<file path="config.mk">
export PLATFORM = sky130hd
export DESIGN_NAME = buck_voltage_select_regs
export DESIGN_NICKNAME = d
export VERILOG_FILES = /design/src/design/buck_vsel_pkg.sv /design/src/design/buck_code_decoder.sv /design/src/design/buck_voltage_select_regs.sv
export VERILOG_INCLUDE_DIRS = /design/src /design/src/design
export SDC_FILE = /design/constraint.sdc
export NUM_CORES = 1
export LEC_CHECK = 0
export BUFFER_PORTS_ARGS = -buffer_cell sky130_fd_sc_hd__buf_2
export CORE_MARGIN = 4
export CORE_UTILIZATION = 50
export DETAILED_ROUTE_END_ITERATION = 8
export HOLD_SLACK_MARGIN = 0.02
export PLACE_DENSITY = 0.67
export SYNTH_ARGS = -nofsm -noshare
export SYNTH_HDL_FRONTEND = slang
export SYNTH_HIERARCHICAL = 1
export SYNTH_SLANG_ARGS = --single-unit
</file>
<file path="constraint.sdc">
create_clock -name mclk -period 5.8 [get_ports mclk]
set_clock_uncertainty 0.1 [all_clocks]
set_input_delay 0.58 -clock mclk [delete_from_list [all_inputs] [get_ports mclk]]
set_output_delay 0.58 -clock mclk [all_outputs]
set_load 0.01 [all_outputs]
</file>
<file path="src/design/buck_vsel_defines.svh">
`ifndef BUCK_VSEL_DEFINES_SVH
`define BUCK_VSEL_DEFINES_SVH

// ****************************************
// Register offsets
// ****************************************
`define ADDR_BUCK1_VOLTAGE      8'h10
`define ADDR_BUCK2_VOLTAGE_LOW  8'h11
`define ADDR_BUCK2_VOLTAGE_HIGH 8'h12
`define ADDR_BUCK3_VOLTAGE_LOW  8'h13
`define ADDR_BUCK3_VOLTAGE_HIGH 8'h14

// ****************************************
// Field positions
// ****************************************
`define FLD_EXT_ADJUST          7
`define FLD_CODE_MSB            5
`define FLD_CODE_LSB            0

// ****************************************
// Default voltage codes after lockout
// ****************************************
`define RST_BUCK1_CODE          6'h3f
`define RST_BUCK2_LOW_CODE      6'h25
`define RST_BUCK2_HIGH_CODE     6'h3f
`define RST_BUCK3_LOW_CODE      6'h0b
`define RST_BUCK3_HIGH_CODE     6'h13

// ****************************************
// Voltage table segments, millivolts
// ****************************************
`define VT_FINE_LIMIT           6'h20
`define VT_MID_LIMIT            6'h3c
`define VT_FINE_BASE_MV         12'h2d5
`define VT_FINE_STEP_MV         12'h019
`define VT_MID_BASE_MV          12'h60e
`define VT_MID_STEP_MV          12'h032
`define VT_TOP_BASE_MV          12'hbb8
`define VT_TOP_STEP_MV          12'h064

`endif

</file>
<file path="src/design/buck_vsel_pkg.sv">
package buck_vsel_pkg;

    // Register access request from the serial interface engine
    typedef struct packed {
        logic       wr;
        logic       rd;
        logic [7:0] addr;
        logic [7:0] wdata;
    } reg_req_t;

    // Read answer
    typedef struct packed {
        logic       valid;
        logic [7:0] data;
    } reg_rsp_t;

    // Setting handed to one converter
    typedef struct packed {
        logic        ext_adjust;
        logic [5:0]  code;
        logic [11:0] millivolts;
        logic        change_start;
    } buck_setting_t;

endpackage

</file>
<file path="src/design/buck_code_decoder.sv">
`timescale 1ns/100ps
`include "buck_vsel_defines.svh"

module buck_code_decoder (
    // Voltage code in
    input  wire logic [5:0]  code,
    // Target voltage out
    output logic      [11:0] millivolts
);

    // ****************************************
    // Common voltage table
    // ****************************************

    // Three linear segments instead of a 64-entry table
    function automatic logic [11:0] code_to_mv(input logic [5:0] c);
        logic [11:0] wide;
        logic [11:0] res;
        wide = {6'h00, c};
        if (c < `VT_FINE_LIMIT) begin
            res = 12'(`VT_FINE_BASE_MV + `VT_FINE_STEP_MV * wide);
        end else if (c < `VT_MID_LIMIT) begin
            res = 12'(`VT_MID_BASE_MV
                      + `VT_MID_STEP_MV * (wide - {6'h00, `VT_FINE_LIMIT}));
        end else begin
            res = 12'(`VT_TOP_BASE_MV
                      + `VT_TOP_STEP_MV * (wide - {6'h00, `VT_MID_LIMIT}));
        end
        return res;
    endfunction

    assign millivolts = code_to_mv(code);

endmodule // buck_code_decoder

</file>
<file path="src/design/buck_voltage_select_regs.sv">
`timescale 1ns/100ps
`include "buck_vsel_defines.svh"

module buck_voltage_select_regs #(
    parameter logic [5:0] BUCK1_DEFAULT      = `RST_BUCK1_CODE,
    parameter logic [5:0] BUCK2_LOW_DEFAULT  = `RST_BUCK2_LOW_CODE,
    parameter logic [5:0] BUCK2_HIGH_DEFAULT = `RST_BUCK2_HIGH_CODE,
    parameter logic [5:0] BUCK3_LOW_DEFAULT  = `RST_BUCK3_LOW_CODE,
    parameter logic [5:0] BUCK3_HIGH_DEFAULT = `RST_BUCK3_HIGH_CODE
) (
    // Clock and reset
    input  wire logic                         mclk,
    input  wire logic                         rst,
    // Register access from the serial interface engine
    input  wire buck_vsel_pkg::reg_req_t      reg_req,
    output buck_vsel_pkg::reg_rsp_t           reg_rsp,
    // Asynchronous inputs from pins and analog
    input  wire logic                         undervoltage_lockout,
    input  wire logic                         buck2_select_pin,
    input  wire logic                         buck3_select_pin,
    // Nonvolatile configuration bits
    input  wire logic                         nv_buck1_external_adjust,
    input  wire logic                         nv_buck2_external_adjust,
    input  wire logic                         nv_buck3_external_adjust,
    // Tracking control from the regulator 2 register
    input  wire logic                         regulator2_follow_enable,
    // Converter settings
    output buck_vsel_pkg::buck_setting_t      first_buck,
    output buck_vsel_pkg::buck_setting_t      second_buck,
    output buck_vsel_pkg::buck_setting_t      third_buck,
    output logic                        [5:0] regulator2_follow_code,
    output logic                              regulator2_follow_active
);
    import buck_vsel_pkg::*;

    // ****************************************
    // Input synchronisers
    // ****************************************
    logic [2:0] sync_a;
    logic [2:0] sync_b;
    logic [2:0] sync_c;
    logic [2:0] in_level;   // [0] lockout, [1] buck2 select, [2] buck3 select
    logic       load_pending;

    // Three stages; a level counts once stages two and three agree
    always_ff @(posedge mclk or posedge rst) begin
        if (rst) begin
            sync_a <= 3'h0;
            sync_b <= 3'h0;
            sync_c <= 3'h0;
        end else begin
            sync_a <= {buck3_select_pin, buck2_select_pin, undervoltage_lockout};
            sync_b <= sync_a;
            sync_c <= sync_b;
        end
    end

    // Accepted levels; a disagreeing bit keeps its old value
    always_ff @(posedge mclk or posedge rst) begin
        if (rst) begin
            in_level <= 3'h0;
        end else begin
            in_level <= (sync_b & sync_c) | (in_level & (sync_b ^ sync_c));
        end
    end

    // ****************************************
    // Decode of requests and pin events
    // ****************************************
    wire logic [2:0] next_level   = (sync_b & sync_c) | (in_level & (sync_b ^ sync_c));
    wire logic       lockout      = in_level[0];
    wire logic       sel2         = in_level[1];
    wire logic       sel3         = in_level[2];
    wire logic       sel2_edge    = next_level[1] ^ in_level[1];
    wire logic       sel3_edge    = next_level[2] ^ in_level[2];
    // Defaults load once after reset and for as long as lockout lasts
    wire logic       load_default = load_pending | lockout;
    wire logic       wr_ok        = reg_req.wr & ~load_default;
    wire logic       wr_b1        = wr_ok & (reg_req.addr == `ADDR_BUCK1_VOLTAGE);
    wire logic       wr_b2l       = wr_ok & (reg_req.addr == `ADDR_BUCK2_VOLTAGE_LOW);
    wire logic       wr_b2h       = wr_ok & (reg_req.addr == `ADDR_BUCK2_VOLTAGE_HIGH);
    wire logic       wr_b3l       = wr_ok & (reg_req.addr == `ADDR_BUCK3_VOLTAGE_LOW);
    wire logic       wr_b3h       = wr_ok & (reg_req.addr == `ADDR_BUCK3_VOLTAGE_HIGH);
    wire logic [5:0] wr_code      = reg_req.wdata[`FLD_CODE_MSB:`FLD_CODE_LSB];
    wire logic       wr_ext       = reg_req.wdata[`FLD_EXT_ADJUST];

    // ****************************************
    // Voltage registers
    // ****************************************
    logic       b1_ext;
    logic [5:0] b1_code;
    logic [5:0] b2l_code;
    logic       b2h_ext;
    logic [5:0] b2h_code;
    logic [5:0] b3l_code;
    logic       b3h_ext;
    logic [5:0] b3h_code;

    // Reset takes constants only; the nonvolatile bits arrive one edge later
    always_ff @(posedge mclk or posedge rst) begin
        if (rst) begin
            load_pending <= 1'b1;
        end else begin
            load_pending <= 1'b0;
        end
    end

    // Bit 6 and low-register bits 7..6 are not stored at all
    always_ff @(posedge mclk or posedge rst) begin
        if (rst) begin
            b1_ext   <= 1'b0;
            b1_code  <= BUCK1_DEFAULT;
            b2l_code <= BUCK2_LOW_DEFAULT;
            b2h_ext  <= 1'b0;
            b2h_code <= BUCK2_HIGH_DEFAULT;
            b3l_code <= BUCK3_LOW_DEFAULT;
            b3h_ext  <= 1'b0;
            b3h_code <= BUCK3_HIGH_DEFAULT;
        end else if (load_default) begin
            b1_ext   <= nv_buck1_external_adjust;
            b1_code  <= BUCK1_DEFAULT;
            b2l_code <= BUCK2_LOW_DEFAULT;
            b2h_ext  <= nv_buck2_external_adjust;
            b2h_code <= BUCK2_HIGH_DEFAULT;
            b3l_code <= BUCK3_LOW_DEFAULT;
            b3h_ext  <= nv_buck3_external_adjust;
            b3h_code <= BUCK3_HIGH_DEFAULT;
        end else begin
            if (wr_b1) begin
                b1_ext  <= wr_ext;
                b1_code <= wr_code;
            end
            if (wr_b2l) begin
                b2l_code <= wr_code;
            end
            if (wr_b2h) begin
                b2h_ext  <= wr_ext;
                b2h_code <= wr_code;
            end
            if (wr_b3l) begin
                b3l_code <= wr_code;
            end
            if (wr_b3h) begin
                b3h_ext  <= wr_ext;
                b3h_code <= wr_code;
            end
        end
    end

    // ****************************************
    // Read-back
    // ****************************************
    wire logic [7:0] rd_mux =
        (reg_req.addr == `ADDR_BUCK1_VOLTAGE)      ? {b1_ext, 1'b0, b1_code}  :
        (reg_req.addr == `ADDR_BUCK2_VOLTAGE_LOW)  ? {2'b00, b2l_code}        :
        (reg_req.addr == `ADDR_BUCK2_VOLTAGE_HIGH) ? {b2h_ext, 1'b0, b2h_code} :
        (reg_req.addr == `ADDR_BUCK3_VOLTAGE_LOW)  ? {2'b00, b3l_code}        :
        (reg_req.addr == `ADDR_BUCK3_VOLTAGE_HIGH) ? {b3h_ext, 1'b0, b3h_code} :
        8'h00;

    // Answer one edge after the request; unmapped offsets read zero
    always_ff @(posedge mclk or posedge rst) begin
        if (rst) begin
            reg_rsp <= '0;
        end else begin
            reg_rsp.valid <= reg_req.rd;
            reg_rsp.data  <= reg_req.rd ? rd_mux : 8'h00;
        end
    end

    // ****************************************
    // Active code selection and decode
    // ****************************************
    wire logic [5:0]  act2_code = sel2 ? b2h_code : b2l_code;
    wire logic [5:0]  act3_code = sel3 ? b3h_code : b3l_code;
    wire logic [11:0] mv1;
    wire logic [11:0] mv2;
    wire logic [11:0] mv3;

    // One table shared by all three converters
    buck_code_decoder u_dec1 (
        .code       (b1_code),
        .millivolts (mv1)
    );
    buck_code_decoder u_dec2 (
        .code       (act2_code),
        .millivolts (mv2)
    );
    buck_code_decoder u_dec3 (
        .code       (act3_code),
        .millivolts (mv3)
    );

    // Any write to a converter's pair restarts its ramp, even if inactive
    wire logic start2 = wr_b2l | wr_b2h | sel2_edge;
    wire logic start3 = wr_b3l | wr_b3h | sel3_edge;

    // Ramp starts wait one edge, so each pulse leaves together with the new code;
    // otherwise a converter latching on the pulse would still take the old target
    logic [2:0] start_q;

    always_ff @(posedge mclk or posedge rst) begin
        if (rst) begin
            start_q <= 3'h0;
        end else begin
            start_q <= {start3, start2, wr_b1};
        end
    end

    // ****************************************
    // Registered outputs
    // ****************************************
    always_ff @(posedge mclk or posedge rst) begin
        if (rst) begin
            first_buck  <= '0;
            second_buck <= '0;
            third_buck  <= '0;
        end else begin
            first_buck  <= '{b1_ext, b1_code, mv1, start_q[0]};
            second_buck <= '{b2h_ext, act2_code, mv2, start_q[1]};
            third_buck  <= '{b3h_ext, act3_code, mv3, start_q[2]};
        end
    end

    // Regulator 2 follows whichever third-converter register is selected
    always_ff @(posedge mclk or posedge rst) begin
        if (rst) begin
            regulator2_follow_code   <= 6'h00;
            regulator2_follow_active <= 1'b0;
        end else begin
            regulator2_follow_code   <= regulator2_follow_enable ? act3_code : 6'h00;
            regulator2_follow_active <= regulator2_follow_enable;
        end
    end

endmodule // buck_voltage_select_regs

</file>
## Word level (Yosys, flattened, before mapping)

Index checks and enable logic that the tools add are counted.

| cells by class | value |
|---|---|
| add/subtract/negate cells | 15 |
| $mul | 9 |
| magnitude comparators | 6 |
| eq/ne operators | 5 |
| muxes and demuxes | 31 |
| bitwise logic cells | 18 |
| reductions and logical operators | 5 |

Operators with widths:

| cell | count |
|---|---|
| 6-bit two-way mux | 13 |
| 12-bit two-way mux | 6 |
| 8-bit two-way mux | 6 |
| 6-bit by 6-bit subtractor with 7-bit output (second input constant) | 6 |
| 8-bit by 5-bit equality test with 1-bit output (second input constant) | 5 |
| 10-bit by 11-bit adder with 12-bit output (first input constant) | 3 |
| 11-bit by 12-bit adder with 12-bit output (first input constant) | 3 |
| 12-bit adder (first input constant) | 3 |
| 6-bit < comparator (second input constant) | 6 |
| 5-bit by 12-bit multiplier with 10-bit output (first input constant) | 3 |
| 5-bit by 12-bit multiplier with 11-bit output (first input constant) | 3 |
| 5-bit by 6-bit multiplier with 11-bit output (first input constant) | 3 |
| 2-bit nonzero test | 5 |
| 1-bit AND | 6 |
| 3-bit AND | 2 |
| 1-bit two-way mux | 6 |
| 1-bit bitwise OR | 5 |
| 3-bit bitwise OR | 1 |
| 3-bit bitwise XOR | 1 |
| 1-bit bitwise XOR | 2 |
| 1-bit inverter | 1 |

| word-level totals | value |
|---|---|
| register bits after elaboration | 125 |
| output and inout bits | 76 |
| logic and storage cells | 119 |

## Depth between registers and ports, before layout

| depth | value |
|---|---|
| word-level depth | 7 |
| gate-level depth with buffers | 18 |
| depth with buffers taken out | 16 |

## By module

Netlist, hierarchy kept.

Modules (own cells, without submodules):

| module | times used | cells an instance | area an instance (µm²) | sequential area each (µm²) |
|---|---|---|---|---|
| buck_voltage_select_regs | 1 | 332 | 4391.7 | 3130.5 |
| buck_code_decoder at u_dec1 | 1 | 258 | 2119.5 | 0.0 |
| buck_code_decoder at u_dec3 | 1 | 261 | 2072.0 | 0.0 |
| buck_code_decoder at u_dec2 | 1 | 254 | 2070.7 | 0.0 |

## Least setup slack after synthesis

No wires, ideal clock.

| timing path | value |
|---|---|
| path type | reg2reg |
| start point | register in_level[2] |
| end point | register third_buck[11] (netlist bit) |
| data arrival time | 4095 ps |
| slack | 1472 ps |
| cell stages (with the launch flop) | 19 |
| path buffers | 2 |
| period minus slack after synthesis | 4328 ps |
| cell sequence | dfrtp_1 > clkbuf_1 > mux2_2 > buf_2 > inv_1 > ha_1 > xnor2_1 > ha_1 > inv_1 > fa_1 > inv_1 > ha_1 > or2_2 > nand3_1 > a21oi_1 > or3_1 > a41o_1 > a21oi_1 > a21oi_1 |

| between the ends | value |
|---|---|
| cells in the longest elaborated chain, start to end | 6 |
| elaborated cells between the ends (all ways) | 13 |

Ends and longest elaborated chain:

| what | line | source |
|---|---|---|
| start: declaration | buck_voltage_select_regs.sv:42 | `logic [2:0] in_level;` |
| start signal: assignment | buck_voltage_select_regs.sv:63 | `in_level <= (sync_b & sync_c) \| (in_level & (sync_b ^ sync_c));` |
| 6-bit two-way mux (*) | buck_voltage_select_regs.sv:175 | `wire logic [5:0] act3_code = sel3 ? b3h_code : b3l_code;` |
| net act3_code[2] | buck_voltage_select_regs.sv:175 |  |
| 6-bit by 6-bit subtractor with 7-bit output, on equally long branches | buck_code_decoder.sv:27, buck_code_decoder.sv:24 |  |
| 5-bit by 12-bit multiplier with 10-bit output (no line) / 5-bit by 12-bit multiplier with 11-bit output (equally long branches) | - |  |
| 12-bit adder (no line) / 11-bit by 12-bit adder with 12-bit output (equally long branches) | - |  |
| 12-bit two-way mux | buck_code_decoder.sv:22 | `` end else if (c < `VT_MID_LIMIT) begin `` |
| 12-bit two-way mux (*) | buck_code_decoder.sv:20 | `` if (c < `VT_FINE_LIMIT) begin `` |
| net mv3[10] | buck_voltage_select_regs.sv:178 | `wire logic [11:0] mv3;` |
| end signal: assignment | buck_voltage_select_regs.sv:221 | `third_buck <= '{b3h_ext, act3_code, mv3, start_q[2]};` |
| end: declaration | buck_voltage_select_regs.sv:30 | `output buck_vsel_pkg::buck_setting_t third_buck,` |

The timed path passes the listed nets; every way through them passes the cells marked *.
A chain may end at the register's enable or synchronous reset.

## Worst setup path after layout

Ends and elaborated chain as after synthesis.

==> run metrics <==
initial DRC count 436; Peak VDD IR 0.201 mV; simple-gate share of the synthesized area 11.8%; met2 wire len 11600 um; max-slew violation count 0; Post-synth EDFFs 0; met3 wire length 1050 um; GRT Total Usage 20.9%; FF-to-FF setup slack 1.07 ns; worst min path class primary input to flop; clock sink total 124; Lkg Pwr 5.93 nW; mux contribution to synthesized area 2.60%; IO Port Bufs 100; H-tree lvl count 4; worst skew pair latency 0.42 ns; I/O pin total 103; Synth Instances 1105; vias in the first global route 7904; Reg clk slew, reported paths 0.06 ns; Synth Register Bits 124; first-pass GRT wire length 40100 um; Cell Pwr Density 272 nW/um2; routed len/inst 16.3 um; Initial Util 50.7%; total core area 21000 um2; row count 53; Final Hold Fails 0; Slew HR 18.2%; CP Depth 16; Req. time, crit path 5.99 ns; clock root cell clkbuf_16; reg2reg start in_level[2]; hold_buf cts 0; post-cts sizing count 0; setup TNS 0 ns; largest net degree at the start of global routing 83; final WL 24300 um; vias 7944; most common cell after layout, fill and taps aside ha_1; drt pass-1 iters 5; top layer used by detailed routing met5; post-route antenna net violation count 0; crit start category flop; grt ovf 0; final setup vio count 0; DPL Wire Length 18200 um; largest family of logic cells by synthesized area adder cells; hold_sp buck3_select_pin; ratio of cells with drive above 1 in the final layout 16.5%; WL met1 11100 um; Cell Chain, Critical Path mux2_2 -> inv_1 -> ha_1 -> xnor2_1 -> ha_1 -> inv_1 -> fa_1 -> inv_1 -> ha_1 -> nor2b_1 -> o21ai_0 -> a21boi_0 -> or3_1 -> a41o_1 -> a21oi_1 -> a21oi_1; FF-to-FF path depth 16; Worst Max-Slew Pin Slew 1.22 ns; Die Area 23700 um2; WP buf/inv 3; status finished clean; Async SR Flop Fraction 100%; WS Path Type flop to flop; TritonCTS clock tree done; critical path arrival 4.92 ns; TritonCTS Buffers 17; Synth Area in Adders 26.9%; hold path depth 1; via-per-instance ratio 5.34; post-synthesis compound-gate area fraction 13.8%; slowest CP cell dfrtp_1; cell area after synthesis 10700 um2; post-CTS setup buffers 0; Synth Flop Type dfrtp_1; delay-heaviest family, CP adder cells; Post-Synth XOR/XNOR Area 9.74%; Netlist cell types 82; NumNets Final 1439; initial antenna violation count 2; most frequent cells in the layout ha_1, inv_1, dfrtp_1, buf_2; Synth Warn # 6; DRC violations left 0; Placer Congestion 0.893; Tcrit/Tclk final 81.6%; syn_area_per_cell 9.64 um2; slowest stage delay, CP 0.55 ns; fmax 211 MHz; Bufs on Longest Clock Path 2; hold path endpoint sync_a[2]; Max-cap violations 0; Critical Path Sink Type flop; die height 154 um; area grow syn2layout 12.9%; final core utilization 57.2%; Design Power 3.27 mW; Worst Setup SP in_level[2]; Die Wd 154 um; Seq/Total Area, Yosys 29.4%; Tmin final 4.73 ns; RSZ-0062 raised after global routing false; worst reg2reg path endpoint third_buck[11]; worst-path fanout max 15
## Yosys cell counts (5+ instances only)
cell type | number | area, um2
nor3_1 | 12 | 60.1
o21bai_1 | 8 | 60.1
a21oi_1 | 61 | 305
and2_1 | 10 | 62.6
xor2_1 | 38 | 333
nand2b_1 | 6 | 37.5
and3_1 | 5 | 31.3
clkbuf_1 | 19 | 71.3
o22ai_1 | 12 | 75.1
dfstp_2 | 22 | 578
xnor2_1 | 76 | 666
a21o_1 | 14 | 105
a22o_1 | 6 | 52.6
ha_1 | 186 | 2330
mux2i_1 | 13 | 130
nor2_1 | 79 | 297
o21ai_0 | 44 | 220
o211ai_1 | 19 | 143
a31oi_1 | 6 | 37.5
fa_1 | 27 | 541
mux2_2 | 13 | 146
nor2b_1 | 8 | 50.1
inv_1 | 127 | 477
nand3_1 | 11 | 55.1
nand2_1 | 79 | 297
buf_2 | 5 | 25.0
o2111a_1 | 6 | 67.6
dfrtp_1 | 102 | 2550
nor3b_1 | 5 | 37.5
a211oi_1 | 6 | 45.0
## cell families after synthesis
family | Yosys count
and+or+nand+nor | 249
AOI/OAI and AO/OA | 220
adders and majority gates | 213
buffers and inverters | 156
DFF | 124
xor gates and xnor gates | 116
muxes | 26
other | 1
## state kept, by name (all words and copies together), names as in the netlist, 3 cells and up
name / count
sync_c: 3
first_buck: 20
reg_rsp: 8
second_buck: 20
sync_a: 3
b3l_code: 6
regulator2_follow_code: 6
third_buck: 20
b2h_code: 6
in_level: 3
b2l_code: 6
b3h_code: 6
start_q: 3
sync_b: 3
b1_code: 6
## final cells by class
type | instances | area [um2]
Tap cell | 275 | 344
Inverter | 128 | 485
Antenna cell | 1 | 2.50
Timing Repair Buffer | 102 | 515
Fill cell | 1835 | 9000
Sequential cell | 124 | 3130
Clock buffer | 17 | 425
Clock inverter | 15 | 200
Multi-Input combinational cell | 826 | 6920
## how the worst max path moves through the flow
stage / to
2_1_floorplan: third_buck[11]
3_3_place_gp: third_buck[11]
3_5_place_dp: third_buck[11]
4_1_cts: third_buck[11]
5_1_grt: third_buck[12]
6_report: third_buck[11]
## per-stage QoR
step / std cells / setup slack [ns] / hold slack (ns) / instance area [um2]
after floorplan: 1106 / 1.47 / 0.231 / 10700
after global placement: 1455 / 1.12 / 0.232 / 11400
after detailed placement: 1455 / 1.06 / 0.235 / 11400
after CTS: 1487 / 1.04 / 0.143 / 12000
after global routing: 1488 / 0.722 / 0.150 / 12000
final: 1488 / 1.07 / 0.161 / 12000
## routing by layer
metal	vias to the layer above	GRT usage, %
met4	2	5.76
met2	182	34.6
li1	3962	-
met5	-	0
met1	3768	28.1
met3	30	3.77
## power by group
part / leakage (nW) / total (mW) / internal [mW] / switching (mW)
registers: 1.45 / 0.963 / 0.938 / 0.0243
logic: 4.18 / 1.17 / 0.525 / 0.641
clock network: 0.302 / 1.14 / 0.694 / 0.450
total: 5.93 / 3.27 / 2.16 / 1.12
## worst reg2reg max path, cell delays in order (launching register included)
cell and delay [ns]:
dfrtp_1 0.55, mux2_2 0.55, inv_1 0.30, ha_1 0.38
xnor2_1 0.17, ha_1 0.28, inv_1 0.05, fa_1 0.50
inv_1 0.04, ha_1 0.32, nor2b_1 0.14, o21ai_0 0.22
a21boi_0 0.18, or3_1 0.40, a41o_1 0.25, a21oi_1 0.13
a21oi_1 0.05
Note: power is estimated with default switching activity, not from simulation.
